`config.mk`:
```
export PLATFORM = sky130hd
export DESIGN_NAME = mfa_arbiter
export DESIGN_NICKNAME = d
export VERILOG_FILES = /design/src/rtl/mfa_pkg.sv /design/src/rtl/mfa_arb_engine.sv /design/src/rtl/mfa_arbiter.sv
export SDC_FILE = /design/constraint.sdc
export NUM_CORES = 1
export LEC_CHECK = 0
export ABC_AREA = 1
export BUFFER_PORTS_ARGS = -buffer_cell sky130_fd_sc_hd__buf_4
export CORE_MARGIN = 2
export CORE_UTILIZATION = 65
export CTS_CLUSTER_SIZE = 25
export DETAILED_ROUTE_END_ITERATION = 10
export PLACE_DENSITY = 0.88
export SYNTH_ARGS = -nofsm -noshare
export SYNTH_HDL_FRONTEND = slang
export SYNTH_SLANG_ARGS = --single-unit
```
`constraint.sdc`:
```
create_clock -name clk_i -period 14.6 [get_ports clk_i]
set_clock_uncertainty 0.15 [all_clocks]
set_input_delay 2.92 -clock clk_i [delete_from_list [all_inputs] [get_ports clk_i]]
set_output_delay 2.92 -clock clk_i [all_outputs]
set_load 0.01 [all_outputs]
```
`src/rtl/mfa_pkg.sv`:
```
package mfa_pkg;

  // ----------------------------------------------------------------
  // Widths and requester counts
  // ----------------------------------------------------------------
  localparam int          CODE_W      = 3;
  localparam int          FIELD_STEP  = 4;
  localparam int          MEM_REQ_N   = 7;
  localparam int          GEN_REQ_N   = 6;
  localparam int          ADR_W       = 8;

  // ----------------------------------------------------------------
  // Register offsets (byte addresses)
  // ----------------------------------------------------------------
  localparam logic [7:0]  LOCAL_SET_OFF  = 8'h0c;
  localparam logic [7:0]  MASTER_SET_OFF = 8'h10;
  localparam logic [7:0]  GENERAL_SET_OFF = 8'h14;

  // ----------------------------------------------------------------
  // Field positions
  // ----------------------------------------------------------------
  localparam int          SCHEME_BIT     = 28;
  localparam int          VGA_LSB        = 24;
  localparam int          DMA_LSB        = 20;
  localparam int          CAP1_LSB       = 16;
  localparam int          CAP0_LSB       = 12;
  localparam int          VIDEO_LSB      = 8;
  localparam int          PANEL_LSB      = 4;
  localparam int          CRT_LSB        = 0;
  localparam int          GEN_PANEL_LSB  = 20;
  localparam int          GEN_CAP_LSB    = 16;
  localparam int          GEN_CMD_LSB    = 12;
  localparam int          GEN_DMA_LSB    = 8;
  localparam int          GEN_VIDEO_LSB  = 4;
  localparam int          GEN_CRT_LSB    = 0;

  // ----------------------------------------------------------------
  // Reset values and writable masks
  // ----------------------------------------------------------------
  localparam logic [31:0] MEM_SET_RST    = 32'h01765324;
  localparam logic [31:0] GEN_SET_RST    = 32'h00000000;
  localparam logic [31:0] MEM_SET_MASK   = 32'h17777777;
  localparam logic [31:0] GEN_SET_MASK   = 32'h10777777;

  // ----------------------------------------------------------------
  // Bus request carrier
  // ----------------------------------------------------------------
  typedef struct packed {
    logic             cyc;
    logic             stb;
    logic             we;
    logic [3:0]       sel;
    logic [ADR_W-1:0] adr;
    logic [31:0]      dat;
  } mfa_wb_req_s;

endpackage

```
`src/rtl/mfa_arb_engine.sv`:
```
`timescale 1ns/100ps
module mfa_arb_engine #(
  parameter int N = 7
) (
  // Clock and reset
  input  wire logic                            clk_i,
  input  wire logic                            rst_i,
  // Settings
  input  wire logic                            revolve_i,
  input  wire logic [N*mfa_pkg::CODE_W-1:0]    code_i,
  // Requesters
  input  wire logic [N-1:0]                    req_i,
  output logic      [N-1:0]                    grant_o
);

  localparam int IW = $clog2(N);

  logic [N-1:0]               elig;
  logic [N-1:0]               grant_q;
  logic [N-1:0]               grant_d;
  logic [N-1:0]               pick;
  logic [IW-1:0]              last_q;
  logic [IW-1:0]              pick_idx;
  logic [mfa_pkg::CODE_W-1:0] gcode;

  // ----------------------------------------------------------------
  // Eligibility: a zero code switches the requester off
  // ----------------------------------------------------------------
  for (genvar g = 0; g < N; g++) begin : g_elig
    assign elig[g] = req_i[g] && (code_i[g*mfa_pkg::CODE_W +: mfa_pkg::CODE_W] != '0);
  end

  // ----------------------------------------------------------------
  // Winner selection, fixed or revolving
  // ----------------------------------------------------------------
  always_comb begin
    logic [mfa_pkg::CODE_W-1:0] best;
    logic                       found;
    int                         idx;
    best     = '1;
    found    = 1'b0;
    idx      = 0;
    pick     = '0;
    pick_idx = '0;
    if (!revolve_i) begin
      // Smallest nonzero code wins, lower index breaks ties
      for (int i = 0; i < N; i++) begin
        if (elig[i] && (!found || code_i[i*mfa_pkg::CODE_W +: mfa_pkg::CODE_W] < best)) begin
          best     = code_i[i*mfa_pkg::CODE_W +: mfa_pkg::CODE_W];
          found    = 1'b1;
          pick_idx = IW'(i);
        end
      end
    end else begin
      // Search starts just past the last winner, so it ranks last
      for (int k = 1; k <= N; k++) begin
        idx = (int'(last_q) + k) % N;
        if (elig[idx] && !found) begin
          found    = 1'b1;
          pick_idx = IW'(idx);
        end
      end
    end
    if (found) begin
      pick[pick_idx] = 1'b1;
    end
  end

  // Grant holds while its owner keeps asking, then a free cycle follows
  assign grant_d = (|grant_q) ? (grant_q & elig) : pick;

  // ----------------------------------------------------------------
  // Grant and last-winner registers
  // ----------------------------------------------------------------
  always_ff @(posedge clk_i) begin
    if (rst_i) begin
      grant_q <= '0;
    end else begin
      grant_q <= grant_d;
    end
  end

  always_ff @(posedge clk_i) begin
    if (rst_i) begin
      last_q <= IW'(N - 1);
    end else if (!(|grant_q) && (|pick)) begin
      last_q <= pick_idx;
    end
  end

  assign grant_o = grant_q;

  // ----------------------------------------------------------------
  // Checks
  // ----------------------------------------------------------------
  always_comb begin
    gcode = '0;
    for (int i = 0; i < N; i++) begin
      if (grant_q[i]) begin
        gcode = code_i[i*mfa_pkg::CODE_W +: mfa_pkg::CODE_W];
      end
    end
  end

  chk_grant_one_hot: assert property (@(posedge clk_i) disable iff (rst_i)
    $onehot0(grant_q))
    else $error("more than one grant");

  chk_grant_holds: assert property (@(posedge clk_i) disable iff (rst_i)
    ((grant_q & elig) != '0) |=> (grant_q == $past(grant_q)))
    else $error("grant dropped while owner still requests");

  for (genvar g = 0; g < N; g++) begin : g_chk
    chk_off_never_granted: assert property (@(posedge clk_i) disable iff (rst_i)
      grant_q[g] |-> ($past(code_i[g*mfa_pkg::CODE_W +: mfa_pkg::CODE_W]) != '0))
      else $error("switched off requester holds a grant");

    chk_fixed_best_code: assert property (@(posedge clk_i) disable iff (rst_i)
      (!(|grant_q) && !revolve_i && elig[g] && $stable(code_i) && !$past(rst_i))
      |=> (|grant_q) && (gcode <= code_i[g*mfa_pkg::CODE_W +: mfa_pkg::CODE_W]))
      else $error("fixed scheme passed over a more urgent requester");
  end

  chk_revolve_rotates: assert property (@(posedge clk_i) disable iff (rst_i)
    (!(|grant_q) && revolve_i && ((elig & ~(N'(1) << last_q)) != '0))
    |=> (grant_q != $past(grant_q)) && !grant_q[$past(last_q)])
    else $error("revolving scheme granted the last winner again");

endmodule

```
`src/rtl/mfa_arbiter.sv`:
```
// Added by the designer: register access over Wishbone.
`timescale 1ns/100ps
module mfa_arbiter (
  // Clock and reset
  input  wire logic                         clk_i,
  input  wire logic                         rst_i,
  // Register bus
  input  wire mfa_pkg::mfa_wb_req_s         wb_i,
  output logic                              wb_ack_o,
  output logic [31:0]                       wb_dat_o,
  // Local memory requesters: 6 vga, 5 dma, 4 cap1, 3 cap0, 2 video, 1 panel, 0 crt
  input  wire logic [mfa_pkg::MEM_REQ_N-1:0] lm_req_i,
  output logic      [mfa_pkg::MEM_REQ_N-1:0] lm_grant_o,
  // External memory requesters, same order
  input  wire logic [mfa_pkg::MEM_REQ_N-1:0] xm_req_i,
  output logic      [mfa_pkg::MEM_REQ_N-1:0] xm_grant_o,
  // General requesters: 5 panel, 4 capture, 3 command, 2 dma, 1 video, 0 crt
  input  wire logic [mfa_pkg::GEN_REQ_N-1:0] gn_req_i,
  output logic      [mfa_pkg::GEN_REQ_N-1:0] gn_grant_o
);

  localparam int CW = mfa_pkg::CODE_W;

  logic [31:0]                             local_set_q;
  logic [31:0]                             master_set_q;
  logic [31:0]                             general_set_q;
  logic                                    ack_q;
  logic [31:0]                             rdat_q;
  logic [31:0]                             rdat_d;
  logic                                    access;
  logic [mfa_pkg::MEM_REQ_N*CW-1:0]        lm_codes;
  logic [mfa_pkg::MEM_REQ_N*CW-1:0]        xm_codes;
  logic [mfa_pkg::GEN_REQ_N*CW-1:0]        gn_codes;

  // ----------------------------------------------------------------
  // Bus decode helpers
  // ----------------------------------------------------------------
  function automatic logic hit(input logic [mfa_pkg::ADR_W-1:0] adr,
                               input logic [7:0]                off);
    hit = (adr[mfa_pkg::ADR_W-1:2] == off[mfa_pkg::ADR_W-1:2]);
  endfunction

  function automatic logic [31:0] merge(input logic [31:0] old,
                                        input logic [31:0] wdat,
                                        input logic [3:0]  sel,
                                        input logic [31:0] mask);
    logic [31:0] res;
    res = old;
    for (int b = 0; b < 4; b++) begin
      if (sel[b]) begin
        res[b*8 +: 8] = wdat[b*8 +: 8];
      end
    end
    merge = res & mask;
  endfunction

  // True for any of the three mapped words
  function automatic logic mapped(input logic [mfa_pkg::ADR_W-1:0] adr);
    mapped = hit(adr, mfa_pkg::LOCAL_SET_OFF) || hit(adr, mfa_pkg::MASTER_SET_OFF)
             || hit(adr, mfa_pkg::GENERAL_SET_OFF);
  endfunction

  // One access per request; ack drops in the cycle after it rose
  assign access = wb_i.cyc && wb_i.stb && !ack_q;

  // ----------------------------------------------------------------
  // Bus acknowledge
  // ----------------------------------------------------------------
  always_ff @(posedge clk_i) begin
    if (rst_i) begin
      ack_q <= 1'b0;
    end else begin
      ack_q <= access;
    end
  end

  // ----------------------------------------------------------------
  // Priority set registers
  // ----------------------------------------------------------------
  // Local memory set, scheme in bit 28
  always_ff @(posedge clk_i) begin
    if (rst_i) begin
      local_set_q <= mfa_pkg::MEM_SET_RST;
    end else if (access && wb_i.we && hit(wb_i.adr, mfa_pkg::LOCAL_SET_OFF)) begin
      local_set_q <= merge(local_set_q, wb_i.dat, wb_i.sel, mfa_pkg::MEM_SET_MASK);
    end
  end

  // External memory set, independent of the local one
  always_ff @(posedge clk_i) begin
    if (rst_i) begin
      master_set_q <= mfa_pkg::MEM_SET_RST;
    end else if (access && wb_i.we && hit(wb_i.adr, mfa_pkg::MASTER_SET_OFF)) begin
      master_set_q <= merge(master_set_q, wb_i.dat, wb_i.sel, mfa_pkg::MEM_SET_MASK);
    end
  end

  // General set
  always_ff @(posedge clk_i) begin
    if (rst_i) begin
      general_set_q <= mfa_pkg::GEN_SET_RST;
    end else if (access && wb_i.we && hit(wb_i.adr, mfa_pkg::GENERAL_SET_OFF)) begin
      general_set_q <= merge(general_set_q, wb_i.dat, wb_i.sel, mfa_pkg::GEN_SET_MASK);
    end
  end

  // ----------------------------------------------------------------
  // Read data; unmapped words read zero and ignore writes
  // ----------------------------------------------------------------
  always_comb begin
    rdat_d = '0;
    if (hit(wb_i.adr, mfa_pkg::LOCAL_SET_OFF)) begin
      rdat_d = local_set_q;
    end else if (hit(wb_i.adr, mfa_pkg::MASTER_SET_OFF)) begin
      rdat_d = master_set_q;
    end else if (hit(wb_i.adr, mfa_pkg::GENERAL_SET_OFF)) begin
      rdat_d = general_set_q;
    end
  end

  always_ff @(posedge clk_i) begin
    if (rst_i) begin
      rdat_q <= '0;
    end else if (access && !wb_i.we) begin
      rdat_q <= rdat_d;
    end
  end

  assign wb_ack_o = ack_q;
  assign wb_dat_o = rdat_q;

  // ----------------------------------------------------------------
  // Code extraction into requester order
  // ----------------------------------------------------------------
  assign lm_codes = {local_set_q[mfa_pkg::VGA_LSB +: CW],
                     local_set_q[mfa_pkg::DMA_LSB +: CW],
                     local_set_q[mfa_pkg::CAP1_LSB +: CW],
                     local_set_q[mfa_pkg::CAP0_LSB +: CW],
                     local_set_q[mfa_pkg::VIDEO_LSB +: CW],
                     local_set_q[mfa_pkg::PANEL_LSB +: CW],
                     local_set_q[mfa_pkg::CRT_LSB +: CW]};

  assign xm_codes = {master_set_q[mfa_pkg::VGA_LSB +: CW],
                     master_set_q[mfa_pkg::DMA_LSB +: CW],
                     master_set_q[mfa_pkg::CAP1_LSB +: CW],
                     master_set_q[mfa_pkg::CAP0_LSB +: CW],
                     master_set_q[mfa_pkg::VIDEO_LSB +: CW],
                     master_set_q[mfa_pkg::PANEL_LSB +: CW],
                     master_set_q[mfa_pkg::CRT_LSB +: CW]};

  assign gn_codes = {general_set_q[mfa_pkg::GEN_PANEL_LSB +: CW],
                     general_set_q[mfa_pkg::GEN_CAP_LSB +: CW],
                     general_set_q[mfa_pkg::GEN_CMD_LSB +: CW],
                     general_set_q[mfa_pkg::GEN_DMA_LSB +: CW],
                     general_set_q[mfa_pkg::GEN_VIDEO_LSB +: CW],
                     general_set_q[mfa_pkg::GEN_CRT_LSB +: CW]};

  // ----------------------------------------------------------------
  // Arbiters, one per priority set
  // ----------------------------------------------------------------
  mfa_arb_engine #(.N(mfa_pkg::MEM_REQ_N)) u_local (
    .clk_i     (clk_i),
    .rst_i     (rst_i),
    .revolve_i (local_set_q[mfa_pkg::SCHEME_BIT]),
    .code_i    (lm_codes),
    .req_i     (lm_req_i),
    .grant_o   (lm_grant_o)
  );

  mfa_arb_engine #(.N(mfa_pkg::MEM_REQ_N)) u_master (
    .clk_i     (clk_i),
    .rst_i     (rst_i),
    .revolve_i (master_set_q[mfa_pkg::SCHEME_BIT]),
    .code_i    (xm_codes),
    .req_i     (xm_req_i),
    .grant_o   (xm_grant_o)
  );

  mfa_arb_engine #(.N(mfa_pkg::GEN_REQ_N)) u_general (
    .clk_i     (clk_i),
    .rst_i     (rst_i),
    .revolve_i (general_set_q[mfa_pkg::SCHEME_BIT]),
    .code_i    (gn_codes),
    .req_i     (gn_req_i),
    .grant_o   (gn_grant_o)
  );

  // ----------------------------------------------------------------
  // Bus checks
  // ----------------------------------------------------------------
  // Ack is a single-cycle pulse
  chk_ack_one_cycle: assert property (@(posedge clk_i) disable iff (rst_i)
    ack_q |=> !ack_q)
    else $error("ack held longer than one cycle");

  // Every request is answered at the next edge
  chk_ack_next_edge: assert property (@(posedge clk_i) disable iff (rst_i)
    (wb_i.cyc && wb_i.stb && !ack_q) |=> ack_q)
    else $error("request not answered at the next edge");

  // Ack only answers a request
  chk_ack_answers: assert property (@(posedge clk_i) disable iff (rst_i)
    ack_q |-> $past(access))
    else $error("ack without a request");

  // Full-word writes land masked
  chk_local_write: assert property (@(posedge clk_i) disable iff (rst_i)
    (access && wb_i.we && wb_i.sel == 4'hf && hit(wb_i.adr, mfa_pkg::LOCAL_SET_OFF))
    |=> local_set_q == ($past(wb_i.dat) & mfa_pkg::MEM_SET_MASK))
    else $error("local set write not stored");

  chk_master_write: assert property (@(posedge clk_i) disable iff (rst_i)
    (access && wb_i.we && wb_i.sel == 4'hf && hit(wb_i.adr, mfa_pkg::MASTER_SET_OFF))
    |=> master_set_q == ($past(wb_i.dat) & mfa_pkg::MEM_SET_MASK))
    else $error("master set write not stored");

  chk_general_write: assert property (@(posedge clk_i) disable iff (rst_i)
    (access && wb_i.we && wb_i.sel == 4'hf && hit(wb_i.adr, mfa_pkg::GENERAL_SET_OFF))
    |=> general_set_q == ($past(wb_i.dat) & mfa_pkg::GEN_SET_MASK))
    else $error("general set write not stored");

  // A lone byte lane leaves the other lanes alone
  chk_master_lane: assert property (@(posedge clk_i) disable iff (rst_i)
    (access && wb_i.we && wb_i.sel == 4'h2 && hit(wb_i.adr, mfa_pkg::MASTER_SET_OFF))
    |=> master_set_q == ({$past(master_set_q[31:16]), $past(wb_i.dat[15:8]),
                          $past(master_set_q[7:0])} & mfa_pkg::MEM_SET_MASK))
    else $error("master set lane write wrong");

  // Writes to unmapped words change nothing
  chk_write_unmapped: assert property (@(posedge clk_i) disable iff (rst_i)
    (access && wb_i.we && !mapped(wb_i.adr))
    |=> $stable(local_set_q) && $stable(master_set_q) && $stable(general_set_q))
    else $error("unmapped write changed a set");

  // Reserved bits always stay zero
  chk_reserved_zero: assert property (@(posedge clk_i) disable iff (rst_i)
    ((local_set_q & ~mfa_pkg::MEM_SET_MASK) == '0)
      && ((master_set_q & ~mfa_pkg::MEM_SET_MASK) == '0)
      && ((general_set_q & ~mfa_pkg::GEN_SET_MASK) == '0))
    else $error("reserved bit set");

  // Read data mirrors the addressed word
  chk_read_local: assert property (@(posedge clk_i) disable iff (rst_i)
    (access && !wb_i.we && hit(wb_i.adr, mfa_pkg::LOCAL_SET_OFF))
    |=> wb_dat_o == $past(local_set_q))
    else $error("local set read wrong");

  chk_read_master: assert property (@(posedge clk_i) disable iff (rst_i)
    (access && !wb_i.we && hit(wb_i.adr, mfa_pkg::MASTER_SET_OFF))
    |=> wb_dat_o == $past(master_set_q))
    else $error("master set read wrong");

  chk_read_general: assert property (@(posedge clk_i) disable iff (rst_i)
    (access && !wb_i.we && hit(wb_i.adr, mfa_pkg::GENERAL_SET_OFF))
    |=> wb_dat_o == $past(general_set_q))
    else $error("general set read wrong");

  chk_read_unmapped: assert property (@(posedge clk_i) disable iff (rst_i)
    (access && !wb_i.we && !mapped(wb_i.adr)) |=> wb_dat_o == '0)
    else $error("unmapped read not zero");

  // Read data stands until the next read
  chk_read_holds: assert property (@(posedge clk_i) disable iff (rst_i)
    !(access && !wb_i.we) |=> $stable(wb_dat_o))
    else $error("read data moved without a read");

  // Sets and outputs leave reset at their defaults
  chk_reset_values: assert property (@(posedge clk_i)
    ($past(rst_i) && !rst_i) |-> (local_set_q == mfa_pkg::MEM_SET_RST)
      && (master_set_q == mfa_pkg::MEM_SET_RST) && (general_set_q == mfa_pkg::GEN_SET_RST))
    else $error("priority sets not at reset values");

  chk_reset_quiet: assert property (@(posedge clk_i)
    ($past(rst_i) && !rst_i) |-> !ack_q && (rdat_q == '0) && (lm_grant_o == '0)
      && (xm_grant_o == '0) && (gn_grant_o == '0))
    else $error("outputs not quiet after reset");

  // ----------------------------------------------------------------
  // Arbiter checks
  // ----------------------------------------------------------------
  // Grants go only to requesters that were asking
  chk_grant_requested: assert property (@(posedge clk_i) disable iff (rst_i)
    ((lm_grant_o & ~$past(lm_req_i)) == '0) && ((xm_grant_o & ~$past(xm_req_i)) == '0)
      && ((gn_grant_o & ~$past(gn_req_i)) == '0))
    else $error("grant without a request");

  // CRT at code seven loses to a more urgent panel under fixed priority
  chk_crt_last_code: assert property (@(posedge clk_i) disable iff (rst_i)
    (xm_grant_o == '0 && !master_set_q[mfa_pkg::SCHEME_BIT] && xm_req_i[0] && xm_req_i[1]
      && master_set_q[mfa_pkg::CRT_LSB +: CW] == 3'h7
      && master_set_q[mfa_pkg::PANEL_LSB +: CW] != 3'h0
      && master_set_q[mfa_pkg::PANEL_LSB +: CW] != 3'h7)
    |=> !xm_grant_o[0])
    else $error("crt at code seven granted ahead of the panel");

endmodule

```
==> results_dict.tcl <==
set metrics [dict create \
    status "complete, no violations" \
    cts_resized 0 \
    via_count 11869 \
    core_sq_um 15900 \
    nNetsFinal 1921 \
    max_stage_delay_ns 0.32 \
    hold_viol_final 0 \
    ys_seq_area_share_pct 21.8 \
    cts_sinks 115 \
    grt_max_degree 86 \
    setup_tns_ns 0 \
    multiInputGateArea_sq_um 7170 \
    yosys_warnings 0 \
    crit_top_cell "nand2_1" \
    num_rows 46 \
    ioPinCount 122 \
    track_usage_pct 35.3 \
    worst_slew_pin_slew_ns 1.21 \
    clk_latency_ns 0.42 \
    slew_headroom_pct 19.2 \
    post_cts_buffers 0 \
    critPathTopFamily "simple AND/OR/NAND/NOR gates" \
    nFillCells 1285 \
    timing.final.crit_share_pct 63.8 \
    max_freq_mhz 107 \
    leakagePower_nw 5.85 \
    min_delay_path_depth 2 \
    start_util_pct 66.5 \
    final_common_cell "nand2_1" \
    yosys.area.top_type "dfxtp_1" \
    first_pass_iters 6 \
    most-common-layout-cells "nand2_1, inv_1, o21ai_0" \
    cts_hold_buf 0 \
    synth_cells 1675 \
    fin_crit_ns 9.31 \
    cts_tree "built" \
    gr-total-overflow 0 \
    timing.rr.start "local_set_q[0]" \
    ant_nets 0 \
    critPathLaunchType "input port" \
    criticalPathCategory "input port to flop" \
    rr_endpoint "u_local.grant_o[4]" \
    critPathCaptureType "flop" \
    port_buffers 99 \
    synth_top_cell_area_share_pct 21.8 \
    p_per_area_nw_per_um2 150 \
    regArea_sq_um 2300 \
    hold_class "flop to flop" \
    setup_viol_count_final 0 \
    antenna_found_initial 0 \
    drive_gt1_share_pct 12.9 \
    root_buffer "clkbuf_16" \
    cts_buffers 17 \
    hp-start "u_general.grant_o[4]" \
    htreeDepth 4 \
    die_h_um 131 \
    drv_slew 0 \
    wl_per_cell_um 15.5 \
    rsz0062_at_grt "no" \
    grt_first_pass_wirelength_um 51200 \
    drv_cap 0 \
    drc_errors 0 \
    clk_pin_slew_ns 0.06 \
    cp.arrival_ns 9.52 \
    slowest_stage "o21ai_0" \
    diodes 0 \
    min_to "u_general.grant_o[4]" \
    dp_hpwl_um 23600 \
    wirelength_um 31000 \
    reg2reg_setup_slack_ns 7.34 \
    vdd_ir_drop_max_v 0.000113 \
    viasPerCell 5.95 \
    path_max_fanout 7 \
    synthesis.area_sq_um 10600 \
    synth_area_per_cell_sq_um 6.30 \
    drtIter0Drc 1152 \
    worstPathRequired_ns 14.81 \
    gp_congestion 0.995 \
    ys_ff_latch 115 \
    cp_num_buf_inv 7 \
    grt_pass1_vias 11161 \
    layout_setup_ws_ns 5.29 \
    cts_buffer_depth 2 \
    reg2regPathDepth 57 \
    synthToLayoutAreaGrowth_pct 14.0 \
    synth_area_leaders "dfxtp_1, nand2_1, ha_1" \
    fp.dieW_um 131 \
    ys_types 59 \
    dieArea_sq_um 17300 \
    dpl_worst_slack_ns 5.00 \
]
## Yosys cell counts (all sizes together)
| library cell | instances |
|---|---|
| a22oi | 20 |
| dfxtp | 115 |
| o21bai | 6 |
| nand3 | 94 |
| clkinv | 4 |
| buf | 14 |
| nand2 | 421 |
| a21o | 1 |
| a21boi | 1 |
| o221ai | 5 |
| a31o | 7 |
| nor2 | 141 |
| o211ai | 34 |
| and3 | 1 |
| o311ai | 1 |
| clkbuf | 28 |
| nor4 | 6 |
| or2 | 4 |
| o21a | 2 |
| xor2 | 27 |
| a22o | 1 |
| a21oi | 124 |
| nor4b | 1 |
| a32o | 1 |
| a31oi | 30 |
| a2111oi | 3 |
| inv | 244 |
| ha | 87 |
| a221o | 1 |
| conb | 1 |
| xnor2 | 2 |
| a221oi | 3 |
| a211oi | 4 |
| nand3b | 3 |
| o21ai | 179 |
| nor3 | 16 |
| nand4 | 7 |
| o31ai | 26 |
| o32ai | 2 |
| o22ai | 4 |
| or4 | 2 |
| nor3b | 1 |
| a211o | 1 |
## power breakdown
group          switching [mW]  internal [mW]  total [mW]
sequential             0.0227          0.327       0.349
clock                   0.160          0.245       0.405
combinational           0.680          0.371        1.05
## registers in the layout, indices dropped and copies added (netlist names)
| name | cells |
|---|---|
| local_set_q | 22 |
| master_set_q | 22 |
| wb_dat_o | 22 |
| general_set_q | 19 |
| u_local.grant_o | 7 |
| u_master.grant_o | 7 |
| u_general.grant_o | 6 |
| u_general.last_q | 3 |
| u_local.last_q | 3 |
| u_master.last_q | 3 |
| wb_ack_o | 1 |
## final cells by class
cell class	instances	area share, %
Multi-Input combinational cell	1279	59.6
Clock buffer	19	3.76
Clock inverter	13	1.04
Sequential cell	115	19.1
Inverter	248	7.74
Tap cell	216	2.25
Timing Repair Buffer	104	6.49
## routing by layer
metal / track usage, % / up-vias / part of all wire, %
li1: - / 5792 / -
met1: 41.9 / 5397 / 39
met2: 61.1 / 555 / 49
met3: 5.32 / 125 / 7.5
met4: 19.0 / 0 / 4.3
met5: 0 / - / 0
## worst register-to-register path, delay by kind of cell (launching register included)
family / cells / cell delay, ns
compound gates: 7 / 1.56
fa+ha+maj: 6 / 1.78
buf+inv: 6 / 0.21
flops: 1 / 0.33
simple gates: 38 / 3.17
## stage by stage
| stage | cell area [sq um] | instances | power [mW] | hold slack (ns) | utilization [%] |
|---|---|---|---|---|---|
| after floorplan | 10600 | 1684 | 1.16 | 0.299 | - |
| after global placement | 11500 | 1962 | 1.35 | 0.319 | 72.1 |
| after detailed placement | 11500 | 1962 | 1.38 | 0.316 | 72.1 |
| after CTS | 12000 | 1994 | 1.78 | 0.324 | 75.7 |
| after global routing | 12000 | 1994 | 1.97 | 0.339 | 75.7 |
| final | 12000 | 1994 | 1.80 | 0.324 | 75.7 |
## worst max path at each step
stage	startpoint	end	slack, ns	cells after the start
floorplan	lm_req_i[0]	u_local.grant_o[0]	6.33	52
global placement	lm_req_i[0]	u_local.grant_o[5]	5.20	55
detailed placement	lm_req_i[0]	u_local.grant_o[3]	5.00	56
CTS	lm_req_i[0]	u_local.grant_o[3]	5.38	55
global route	lm_req_i[0]	u_local.grant_o[0]	4.63	56
finish	lm_req_i[0]	u_local.grant_o[4]	5.29	56
## cell families (layout without fill, tap and decap cells)
logic type	count (synthesis)	in the layout	share of synthesized area (%)
AOI/OAI and AO/OA	456	456	26.0
xor gates and xnor gates	29	29	2.55
adders and majority gates	87	87	10.3
buffers and inverters	290	384	10.8
DFF	115	115	21.8
other	1	10	0.0355
and+or+nand+nor	697	697	28.5
Note: power is estimated with default switching activity, not from simulation.
